[config.mk]
export PLATFORM = sky130hd
export DESIGN_NAME = dilc_top
export DESIGN_NICKNAME = d
export VERILOG_FILES = /design/src/dilc_pkg.sv /design/src/dilc_delay_line.sv /design/src/dilc_top.sv
export VERILOG_INCLUDE_DIRS = /design/src
export SDC_FILE = /design/constraint.sdc
export NUM_CORES = 1
export LEC_CHECK = 0
export BUFFER_PORTS_ARGS = -buffer_cell sky130_fd_sc_hd__buf_4
export CORE_MARGIN = 1.5
export CORE_UTILIZATION = 50
export CTS_CLUSTER_SIZE = 25
export DETAILED_ROUTE_END_ITERATION = 8
export PLACE_DENSITY = 0.71
export SLEW_MARGIN = 20
export SYNTH_ARGS = -nofsm -noshare
export SYNTH_HDL_FRONTEND = slang
export SYNTH_HIERARCHICAL = 1
export SYNTH_SLANG_ARGS = --single-unit
[constraint.sdc]
create_clock -name sys_clk_i -period 4.02 [get_ports sys_clk_i]
set_input_delay 1.206 -clock sys_clk_i [delete_from_list [all_inputs] [get_ports sys_clk_i]]
set_output_delay 1.206 -clock sys_clk_i [all_outputs]
set_load 0.005 [all_outputs]
[src/dilc_regs.svh]
// Constants for the configuration-load decoder and latency logic
// Behaviour
// - Posted delay in latency bits 3 to 5 selects 0 to 6 clocks.
// - Reads or writes are held posted delay plus one clocks before internal issue.
// - First read data comes posted delay plus read latency clocks after READ.
// - Write data is expected one clock earlier than read data would be.
// - Device is ready 200 clocks after the loop reset load, not before.
// - Precharge with bit 10 high hits all banks; bank lines pick the register.
// - Read latency in main bits 4 to 6 selects 3 to 7 clocks.
// - Latency register bit 0 enables or disables the delay-locked loop.
`ifndef DILC_REGS_SVH
`define DILC_REGS_SVH
`define DILC_CFG_W 17
`define DILC_CFG_RST 17'h00000
`define DILC_AL_LSB 3
`define DILC_AL_MSB 5
`define DILC_AL_MAX 3'h6
`define DILC_AL_RST 3'h0
`define DILC_CL_LSB 4
`define DILC_CL_MSB 6
`define DILC_CL_MIN 3'h3
`define DILC_CL_RST 3'h3
`define DILC_DLL_DIS_BIT 0
`define DILC_TERM_BIT_A 2
`define DILC_TERM_BIT_B 6
`define DILC_CAL_LSB 7
`define DILC_CAL_MSB 9
`define DILC_CAL_DEFAULT 3'h7
`define DILC_CAL_EXIT 3'h0
`define DILC_REFR_FAST_BIT 7
`define DILC_DLL_RST_BIT 8
`define DILC_PRE_ALL_BIT 10
`define DILC_RSVD_LSB 13
`define DILC_LOCK_CYCLES 8'hC8
`define DILC_PIPE_DEPTH 16
`define DILC_TAP_W 5
`endif

[src/dilc_pkg.sv]
// Types shared by the configuration-load decoder and latency logic
package dilc_pkg;
   typedef enum logic [2:0] {
      CMD_LOAD = 3'h0,
      CMD_REFRESH = 3'h1,
      CMD_PRECHARGE = 3'h2,
      CMD_ACTIVATE = 3'h3,
      CMD_WRITE = 3'h4,
      CMD_READ = 3'h5,
      CMD_TERMINATE = 3'h6,
      CMD_NOP = 3'h7
   } dilc_cmd_e;
   typedef enum logic [1:0] {
      SEL_MAIN = 2'h0,
      SEL_LAT = 2'h1,
      SEL_REFR = 2'h2,
      SEL_SPARE = 2'h3
   } dilc_sel_e;
   typedef enum logic [1:0] {
      INIT_IDLE = 2'h0,
      INIT_LOCK = 2'h1,
      INIT_READY = 2'h2
   } dilc_init_e;
endpackage

[src/dilc_delay_line.sv]
// Pulse delay line with two selectable taps
`timescale 1ns/1ps
module dilc_delay_line #(
   parameter int DEPTH = 16,
   parameter int TAP_W = 5
) (
   // Clock and reset
   input wire logic sys_clk_i,
   input wire logic arst_n_i,
   // Pulse and tap selects
   input wire logic pulse_i,
   input wire logic [TAP_W-1:0] tap_a_i,
   input wire logic [TAP_W-1:0] tap_b_i,
   // Delayed pulses
   output logic out_a_o,
   output logic out_b_o
);
   logic [DEPTH-1:0] sr;
   logic [DEPTH-1:0] next_sr;
   logic out_a;
   logic out_b;
   logic next_out_a;
   logic next_out_b;

   // Tap 1 takes the live pulse so the output flop still lands on the tap edge
   function automatic logic pick(input logic [TAP_W-1:0] tap, input logic [DEPTH-1:0] s,
                                 input logic p);
      logic r;
      r = 1'b0;
      if (tap == TAP_W'(1)) begin
         r = p;
      end else if (tap >= TAP_W'(2) && int'(tap) <= DEPTH + 1) begin
         r = s[int'(tap) - 2];
      end
      return r;
   endfunction

   always_comb begin
      next_sr = {sr[DEPTH-2:0], pulse_i};
      next_out_a = pick(tap_a_i, sr, pulse_i);
      next_out_b = pick(tap_b_i, sr, pulse_i);
   end

   always_ff @(posedge sys_clk_i or negedge arst_n_i) begin
      if (!arst_n_i) begin
         sr <= '0;
         out_a <= 1'b0;
         out_b <= 1'b0;
      end else begin
         sr <= next_sr;
         out_a <= next_out_a;
         out_b <= next_out_b;
      end
   end

   assign out_a_o = out_a;
   assign out_b_o = out_b;
endmodule

[src/dilc_top.sv]
// Command decoder, configuration registers, latency timing and init tracking
`timescale 1ns/1ps
`include "dilc_regs.svh"
module dilc_top
   import dilc_pkg::*;
(
   // Clock and reset
   input wire logic sys_clk_i,
   input wire logic arst_n_i,
   // Command pins, sampled on the command clock
   input wire logic cke_i,
   input wire logic cs_n_i,
   input wire logic ras_n_i,
   input wire logic cas_n_i,
   input wire logic we_n_i,
   input wire logic [2:0] ba_i,
   input wire logic [15:0] addr_i,
   input wire logic termination_control_i,
   // Command timing strobes
   output logic internal_read_o,
   output logic internal_write_o,
   output logic read_data_start_o,
   output logic write_data_expect_o,
   output logic precharge_all_o,
   output logic refresh_o,
   // Configuration state
   output logic [2:0] posted_delay_o,
   output logic [2:0] read_latency_o,
   output logic [3:0] total_read_delay_o,
   output logic [3:0] write_delay_o,
   output logic dll_enable_o,
   output logic refresh_rate_fast_o,
   output logic driver_impedance_cal_default_o,
   output logic termination_active_o,
   output logic init_ready_o,
   output logic config_error_o
);
   dilc_cmd_e cmd;
   dilc_sel_e sel;
   logic load;
   logic rd_cmd;
   logic wr_cmd;
   logic dll_reset_load;
   logic [`DILC_CFG_W-1:0] load_word;
   logic [2:0] al_field;
   logic [2:0] cl_field;

   // Configuration group
   logic [`DILC_CFG_W-1:0] latency_driver_config;
   logic [`DILC_CFG_W-1:0] refresh_rate_config;
   logic [2:0] posted_delay;
   logic [2:0] read_latency;
   logic [3:0] total_read_delay;
   logic [3:0] write_delay;
   logic config_error;
   logic [`DILC_CFG_W-1:0] next_latency_driver_config;
   logic [`DILC_CFG_W-1:0] next_refresh_rate_config;
   logic [2:0] next_posted_delay;
   logic [2:0] next_read_latency;
   logic [3:0] next_total_read_delay;
   logic [3:0] next_write_delay;
   logic next_config_error;
   logic dll_enable, cal_default;
   logic next_dll_enable, next_cal_default;
   // Init tracking group
   dilc_init_e init_state;
   dilc_init_e next_init_state;
   logic [7:0] lock_cnt;
   logic [7:0] next_lock_cnt;
   logic init_ready;
   logic next_init_ready;
   // Strobe group
   logic precharge_all;
   logic refresh;
   logic termination_active;
   logic next_precharge_all;
   logic next_refresh;
   logic next_termination_active;
   // Decode is gated by the clock gate so a low clock gate reads as NOP
   always_comb begin
      cmd = (!cs_n_i && cke_i) ? dilc_cmd_e'({ras_n_i, cas_n_i, we_n_i}) : CMD_NOP;
      sel = dilc_sel_e'(ba_i[1:0]);
      load = (cmd == CMD_LOAD);
      rd_cmd = (cmd == CMD_READ);
      wr_cmd = (cmd == CMD_WRITE);
      load_word = {ba_i[2], addr_i};
      al_field = addr_i[`DILC_AL_MSB:`DILC_AL_LSB];
      cl_field = addr_i[`DILC_CL_MSB:`DILC_CL_LSB];
      dll_reset_load = load && (sel == SEL_MAIN) && addr_i[`DILC_DLL_RST_BIT];
   end

   // Reserved encodings keep the previous latency and raise a sticky error, except a reserved read latency on a loop reset load
   always_comb begin
      next_latency_driver_config = latency_driver_config;
      next_refresh_rate_config = refresh_rate_config;
      next_posted_delay = posted_delay;
      next_read_latency = read_latency;
      next_config_error = config_error;
      if (load) begin
         if (load_word[`DILC_CFG_W-1:`DILC_RSVD_LSB] != '0) begin
            next_config_error = 1'b1;
         end
         unique case (sel)
            SEL_MAIN: begin
               if (cl_field >= `DILC_CL_MIN) begin
                  next_read_latency = cl_field;
               end else if (!addr_i[`DILC_DLL_RST_BIT]) begin
                  next_config_error = 1'b1;
               end
            end
            SEL_LAT: begin
               next_latency_driver_config = load_word;
               if (al_field <= `DILC_AL_MAX) begin
                  next_posted_delay = al_field;
               end else begin
                  next_config_error = 1'b1;
               end
               if (addr_i[`DILC_CAL_MSB:`DILC_CAL_LSB] != `DILC_CAL_DEFAULT &&
                   addr_i[`DILC_CAL_MSB:`DILC_CAL_LSB] != `DILC_CAL_EXIT) begin
                  next_config_error = 1'b1;
               end
            end
            SEL_REFR: begin
               next_refresh_rate_config = load_word;
               if ((load_word & ~(`DILC_CFG_W'(1) << `DILC_REFR_FAST_BIT)) != '0) begin
                  next_config_error = 1'b1;
               end
            end
            SEL_SPARE: begin
               if (load_word != '0) begin
                  next_config_error = 1'b1;
               end
            end
         endcase
      end
      next_total_read_delay = {1'b0, next_posted_delay} + {1'b0, next_read_latency};
      next_write_delay = next_total_read_delay - 4'h1;
      next_dll_enable = !next_latency_driver_config[`DILC_DLL_DIS_BIT];
      next_cal_default = &next_latency_driver_config[`DILC_CAL_MSB:`DILC_CAL_LSB];
   end
   always_ff @(posedge sys_clk_i or negedge arst_n_i) begin
      if (!arst_n_i) begin
         latency_driver_config <= `DILC_CFG_RST;
         dll_enable <= 1'b1;
         cal_default <= 1'b0;
         refresh_rate_config <= `DILC_CFG_RST;
         posted_delay <= `DILC_AL_RST;
         read_latency <= `DILC_CL_RST;
         total_read_delay <= {1'b0, `DILC_AL_RST} + {1'b0, `DILC_CL_RST};
         write_delay <= {1'b0, `DILC_AL_RST} + {1'b0, `DILC_CL_RST} - 4'h1;
         config_error <= 1'b0;
      end else begin
         latency_driver_config <= next_latency_driver_config;
         refresh_rate_config <= next_refresh_rate_config;
         posted_delay <= next_posted_delay;
         read_latency <= next_read_latency;
         total_read_delay <= next_total_read_delay;
         write_delay <= next_write_delay;
         config_error <= next_config_error;
         dll_enable <= next_dll_enable;
         cal_default <= next_cal_default;
      end
   end
   // A fresh loop reset always restarts the lock wait, even from ready
   always_comb begin
      next_init_state = init_state;
      next_lock_cnt = lock_cnt;
      unique case (init_state)
         INIT_IDLE: begin
            next_lock_cnt = 8'h00;
         end
         INIT_LOCK: begin
            next_lock_cnt = lock_cnt + 8'h01;
            if (lock_cnt == `DILC_LOCK_CYCLES - 8'h01) begin
               next_init_state = INIT_READY;
            end
         end
         INIT_READY: begin
            next_lock_cnt = lock_cnt;
         end
         default: begin
            next_init_state = INIT_IDLE;
         end
      endcase
      if (dll_reset_load) begin
         next_init_state = INIT_LOCK;
         next_lock_cnt = 8'h00;
      end
      next_init_ready = (next_init_state == INIT_READY);
   end

   always_ff @(posedge sys_clk_i or negedge arst_n_i) begin
      if (!arst_n_i) begin
         init_state <= INIT_IDLE;
         lock_cnt <= 8'h00;
         init_ready <= 1'b0;
      end else begin
         init_state <= next_init_state;
         lock_cnt <= next_lock_cnt;
         init_ready <= next_init_ready;
      end
   end

   always_comb begin
      next_precharge_all = (cmd == CMD_PRECHARGE) && addr_i[`DILC_PRE_ALL_BIT];
      next_refresh = (cmd == CMD_REFRESH);
      // Termination stays off until a latency load has enabled it
      next_termination_active = termination_control_i && cke_i &&
         (latency_driver_config[`DILC_TERM_BIT_A] | latency_driver_config[`DILC_TERM_BIT_B]);
   end

   always_ff @(posedge sys_clk_i or negedge arst_n_i) begin
      if (!arst_n_i) begin
         precharge_all <= 1'b0;
         refresh <= 1'b0;
         termination_active <= 1'b0;
      end else begin
         precharge_all <= next_precharge_all;
         refresh <= next_refresh;
         termination_active <= next_termination_active;
      end
   end

   // Taps are read live; reloading latency with a burst in flight is unsafe
   dilc_delay_line #(.DEPTH(`DILC_PIPE_DEPTH), .TAP_W(`DILC_TAP_W)) u_read_line (
      .sys_clk_i(sys_clk_i),
      .arst_n_i(arst_n_i),
      .pulse_i(rd_cmd),
      .tap_a_i({2'b00, posted_delay} + `DILC_TAP_W'(1)),
      .tap_b_i({1'b0, total_read_delay}),
      .out_a_o(internal_read_o),
      .out_b_o(read_data_start_o)
   );

   dilc_delay_line #(.DEPTH(`DILC_PIPE_DEPTH), .TAP_W(`DILC_TAP_W)) u_write_line (
      .sys_clk_i(sys_clk_i),
      .arst_n_i(arst_n_i),
      .pulse_i(wr_cmd),
      .tap_a_i({2'b00, posted_delay} + `DILC_TAP_W'(1)),
      .tap_b_i({1'b0, write_delay}),
      .out_a_o(internal_write_o),
      .out_b_o(write_data_expect_o)
   );

   assign precharge_all_o = precharge_all;
   assign refresh_o = refresh;
   assign posted_delay_o = posted_delay;
   assign read_latency_o = read_latency;
   assign total_read_delay_o = total_read_delay;
   assign write_delay_o = write_delay;
   assign dll_enable_o = dll_enable;
   assign refresh_rate_fast_o = refresh_rate_config[`DILC_REFR_FAST_BIT];
   assign driver_impedance_cal_default_o = cal_default;
   assign termination_active_o = termination_active;
   assign init_ready_o = init_ready;
   assign config_error_o = config_error;
   // Cycles since the last loop reset load, for checking only
   logic [7:0] since_rst;
   always_ff @(posedge sys_clk_i or negedge arst_n_i) begin
      if (!arst_n_i) begin
         since_rst <= 8'h00;
      end else if (dll_reset_load) begin
         since_rst <= 8'h00;
      end else if (since_rst != 8'hFF) begin
         since_rst <= since_rst + 8'h01;
      end
   end
   a_al_range: assert property (@(posedge sys_clk_i) disable iff (!arst_n_i)
      posted_delay_o <= 3'h6) else $error("posted delay out of range");
   a_al_load: assert property (@(posedge sys_clk_i) disable iff (!arst_n_i)
      (load && sel == SEL_LAT && al_field <= 3'h6) |=> posted_delay_o == $past(al_field))
      else $error("posted delay not taken from load");
   a_internal_issue: assert property (@(posedge sys_clk_i) disable iff (!arst_n_i)
      (rd_cmd && !load && posted_delay_o == 3'h2) |-> !internal_read_o [*3] ##1 internal_read_o)
      else $error("internal read not issued after posted delay");
   a_rd_total_delay: assert property (@(posedge sys_clk_i) disable iff (!arst_n_i)
      (rd_cmd && total_read_delay_o == 4'h5) |-> ##5 read_data_start_o)
      else $error("read data start late or early");
   a_wr_delay: assert property (@(posedge sys_clk_i) disable iff (!arst_n_i)
      (wr_cmd && write_delay_o == 4'h4) |-> ##4 write_data_expect_o)
      else $error("write data expect misplaced");
   a_wr_rd_gap: assert property (@(posedge sys_clk_i) disable iff (!arst_n_i)
      write_delay_o == total_read_delay_o - 4'h1) else $error("write delay not one less");
   a_ready_wait: assert property (@(posedge sys_clk_i) disable iff (!arst_n_i)
      $rose(init_ready_o) |-> since_rst == 8'hC8) else $error("ready not 200 clocks after reset");
   a_ready_lock: assert property (@(posedge sys_clk_i) disable iff (!arst_n_i)
      dll_reset_load |=> !init_ready_o [*8]) else $error("ready during loop lock");
   a_prech_all: assert property (@(posedge sys_clk_i) disable iff (!arst_n_i)
      (cmd == CMD_PRECHARGE) |=> precharge_all_o == $past(addr_i[10]))
      else $error("precharge all mismatch");
   a_cl_range: assert property (@(posedge sys_clk_i) disable iff (!arst_n_i)
      (load && sel == SEL_MAIN && !addr_i[`DILC_DLL_RST_BIT] && cl_field < 3'h3) |=>
      $stable(read_latency_o) && config_error_o) else $error("reserved read latency accepted");
   a_dll_enable: assert property (@(posedge sys_clk_i) disable iff (!arst_n_i)
      (load && sel == SEL_LAT) |=> dll_enable_o == !$past(addr_i[0]))
      else $error("loop enable not taken from bit 0");
   a_latency_hold: assert property (@(posedge sys_clk_i) disable iff (!arst_n_i)
      !load |=> $stable(posted_delay_o) && $stable(read_latency_o))
      else $error("latency changed without load");
endmodule
==> flow_metrics.tcl <==
set metrics [dict create \
    path_buf_inv 2 \
    fin_hold_ws_ns 0.389 \
    boundaryPins 53 \
    setup.worst_path.end_class "flip-flop" \
    grt_pass1_wl_mm 12.2 \
    setup_viol 0 \
    dominantRegCellSynth "dfrtp_1" \
    clock-sinks 74 \
    yosys.area.top_type_share_pct 45.8 \
    final_hold_viol_count 0 \
    clkLatencyLatePin_ns 0.34 \
    coreArea_sq_um 7210 \
    area_delta_synth_final_pct 18.4 \
    routed_wl_mm 7.35 \
    cts-hold-fix-buffers 0 \
    worst_pin_slew_ns 0.896 \
    yosys.cell_types.count 56 \
    hpwl_mm 5.41 \
    rsz0062_at_grt "false" \
    min_period_over_period_pct 81.8 \
    grtUsageMet2_pct 31.6 \
    synth-seq-cells 74 \
    finClkSkew_ns 0.0110 \
    synth_top_family_by_area "multiplexers" \
    port_buffers 52 \
    crit_fanout 6 \
    final_nets 417 \
    ir_drop_v 0.000206 \
    stdcell_area_sq_um 4400 \
    grt_max_degree 75 \
    finalSetupTns_ns 0 \
    synth_edf_count 0 \
    drv_slew 0 \
    final_cell_mix "68 x dfrtp_1, 53 x buf_4, 20 x nor2_1" \
    synth_area_per_cell_sq_um 12.2 \
    fmax_mhz 304 \
    layout_commonest_cell "dfrtp_1" \
    critPathMostFrequentCell "ha_1" \
    powerDensity_nw_per_um2 465 \
    first_pass_iters 4 \
    start_kind "primary input" \
    placementRows 31 \
    required_ns 4.23 \
    drive_gt1_share_pct 27.4 \
    synthAdderAreaFrac_pct 6.60 \
    drt-initial-drc-count 124 \
    cts_root_buf "clkbuf_8" \
    h-tree-depth 3 \
    met3_usage_pct 6.19 \
    postCtsSetupBuffers 0 \
    busiest_layer "met2" \
    min_path_type "reg2reg" \
    async_reset_ff_share_pct 100 \
    globalRouteOverflowTotal 0 \
    start_util_pct 51.5 \
    slew_headroom_pct 40.3 \
    layout_setup_ws_ns 0.733 \
    cellLeakagePower_nw 2.20 \
    dieArea_sq_um 7960 \
    dr_total_vias 2654 \
    ff2ff_path_depth 7 \
    critical_path_class "in2reg" \
    n_fill_cell 592 \
    crit_family "adder cells" \
    drv_cap 0 \
    cts_tree "built" \
    synth.top_cells.by_area "dfrtp_1 46%, mux4_2 7.3%, ha_1 6.1%, dfstp_2 4.2%, mux2i_1 3.0%" \
    cpMaxStageDelayCell "fa_1" \
    place_ws_ns 0.382 \
    synth_top_area_cell "dfrtp_1" \
    cp-startpoint "cs_n_i" \
    use_met1_pct 27.8 \
    syn_inst 304 \
    run_status "completed" \
    cts.clk_slew.worst_paths_ns 0.08 \
    synth-compound-area-share_pct 11.2 \
    track_usage_pct 20.6 \
    gp_congestion 0.857 \
    dieHeight_microns 89.2 \
    synth-simple-area-share_pct 13.2 \
    cts.path.max_buffers 2 \
    hold_path_depth 0 \
    post-route-min-period_ns 3.29 \
    cts-resized-gates 0 \
    cp.arrival_ns 3.50 \
    yosysSeqAreaShare_pct 50.1 \
    slowest_delay_ns 0.53 \
    diodes 0 \
    synth_area_sq_um 3710 \
    wl_per_cell_microns 15.5 \
    grt_pass1_vias 2547 \
    hold_start "u_write_line/sr[8]" \
    path_depth 10 \
    r2r-start "posted_delay_o[0]" \
    cp_cell_sequence "buf_4 -> nor3b_2 -> and3_1 -> nand2_1 -> a22o_1 -> ha_1 -> fa_1 -> inv_1 -> ha_1 -> xor2_1" \
    final_antenna_net_count 0 \
    antenna_found_initial 0 \
    place_area_sq_um 4230 \
    ys_warn_count 6 \
    synth_mux_area_share_pct 13.8 \
    drc 0 \
    die_x_microns 89.2 \
    synth_xor_area_share_pct 1.89 \
    via_per_inst 5.59 \
    numCtsBuffers 9 \
]
-- final timing paths --
kind	endpoint	slack (ns)
max in group asynchronous	u_read_line/sr[8]	2.45
setup / recovery	write_delay_o[2]	0.73
hold / removal	u_write_line/sr[9]	0.39
min in group asynchronous	u_read_line/out_b_o	0.96
setup reg to reg	u_read_line/out_a_o	1.41
hold reg to reg	u_write_line/sr[9]	0.39
-- per-layer routing --
layer	vias up	part of all wire, %
met4	0	2.3
li1	1250	-
met2	84	47
met5	-	0
met1	1305	45
met3	15	5.0
-- per-stage QoR --
stage | total power, mW | instances | utilization, %
final | 2.05 | 475 | 61.0
after CTS | 2.07 | 475 | 61.0
after global placement | 1.54 | 459 | 58.6
after floorplan | 1.35 | 315 | -
after detailed placement | 1.56 | 459 | 58.6
after global routing | 2.18 | 475 | 61.0
-- worst reg2reg max path, delay by kind of cell, from the launching register on --
| kind | cells | cell delay, ns |
|---|---|---|
| muxes | 3 | 0.61 |
| DFF | 1 | 0.48 |
| adders and majority gates | 2 | 1.02 |
| AOI/OAI and AO/OA | 1 | 0.21 |
| buffers and inverters | 1 | 0.19 |
-- power breakdown --
part           switching, mW  internal [mW]
Sequential            0.0873          0.824
Clock                  0.278          0.226
Combinational          0.309          0.324
Total                  0.674           1.37
-- logic make-up (layout without fill, tap and decap cells) --
kind of cell / count (synthesis) / count (layout)
muxes: 32 / 32
AOI/OAI and AO/OA: 56 / 56
buffers and inverters: 26 / 87
and+or+nand+nor: 88 / 88
DFF: 74 / 74
xor gates and xnor gates: 8 / 8
adders and majority gates: 19 / 19
other: 1 / 12
-- flip-flops by register name, summed over array words and instances, names as in the netlist, 2 cells and up --
name and cells:
u_read_line/sr 16, u_write_line/sr 16, lock_cnt 8, latency_driver_config 6, total_read_delay_o 4, write_delay_o 4, posted_delay_o 3, read_latency_o 3
init_state 2
-- cells in the mapped netlist (6+ instances only) --
cell / n
nand2_1: 9
dfrtp_1: 68
and3_1: 6
mux2i_1: 11
mux2_2: 7
dfstp_2: 6
inv_1: 18
ha_1: 18
a21oi_1: 9
nand3_1: 9
xor2_1: 6
mux4_2: 12
nor2_1: 20
-- final cells by class --
class	instances	area (sq um)	share of cell area (%)
timing repair buffer	53	398	9.04
clock buffer	10	128	2.90
clock inverter	6	43.8	0.995
sequential	74	1860	42.3
multi-input combinational	215	1780	40.4
inverter	18	67.6	1.54
tap	99	124	2.82
Note: power is estimated with default switching activity, not from simulation.
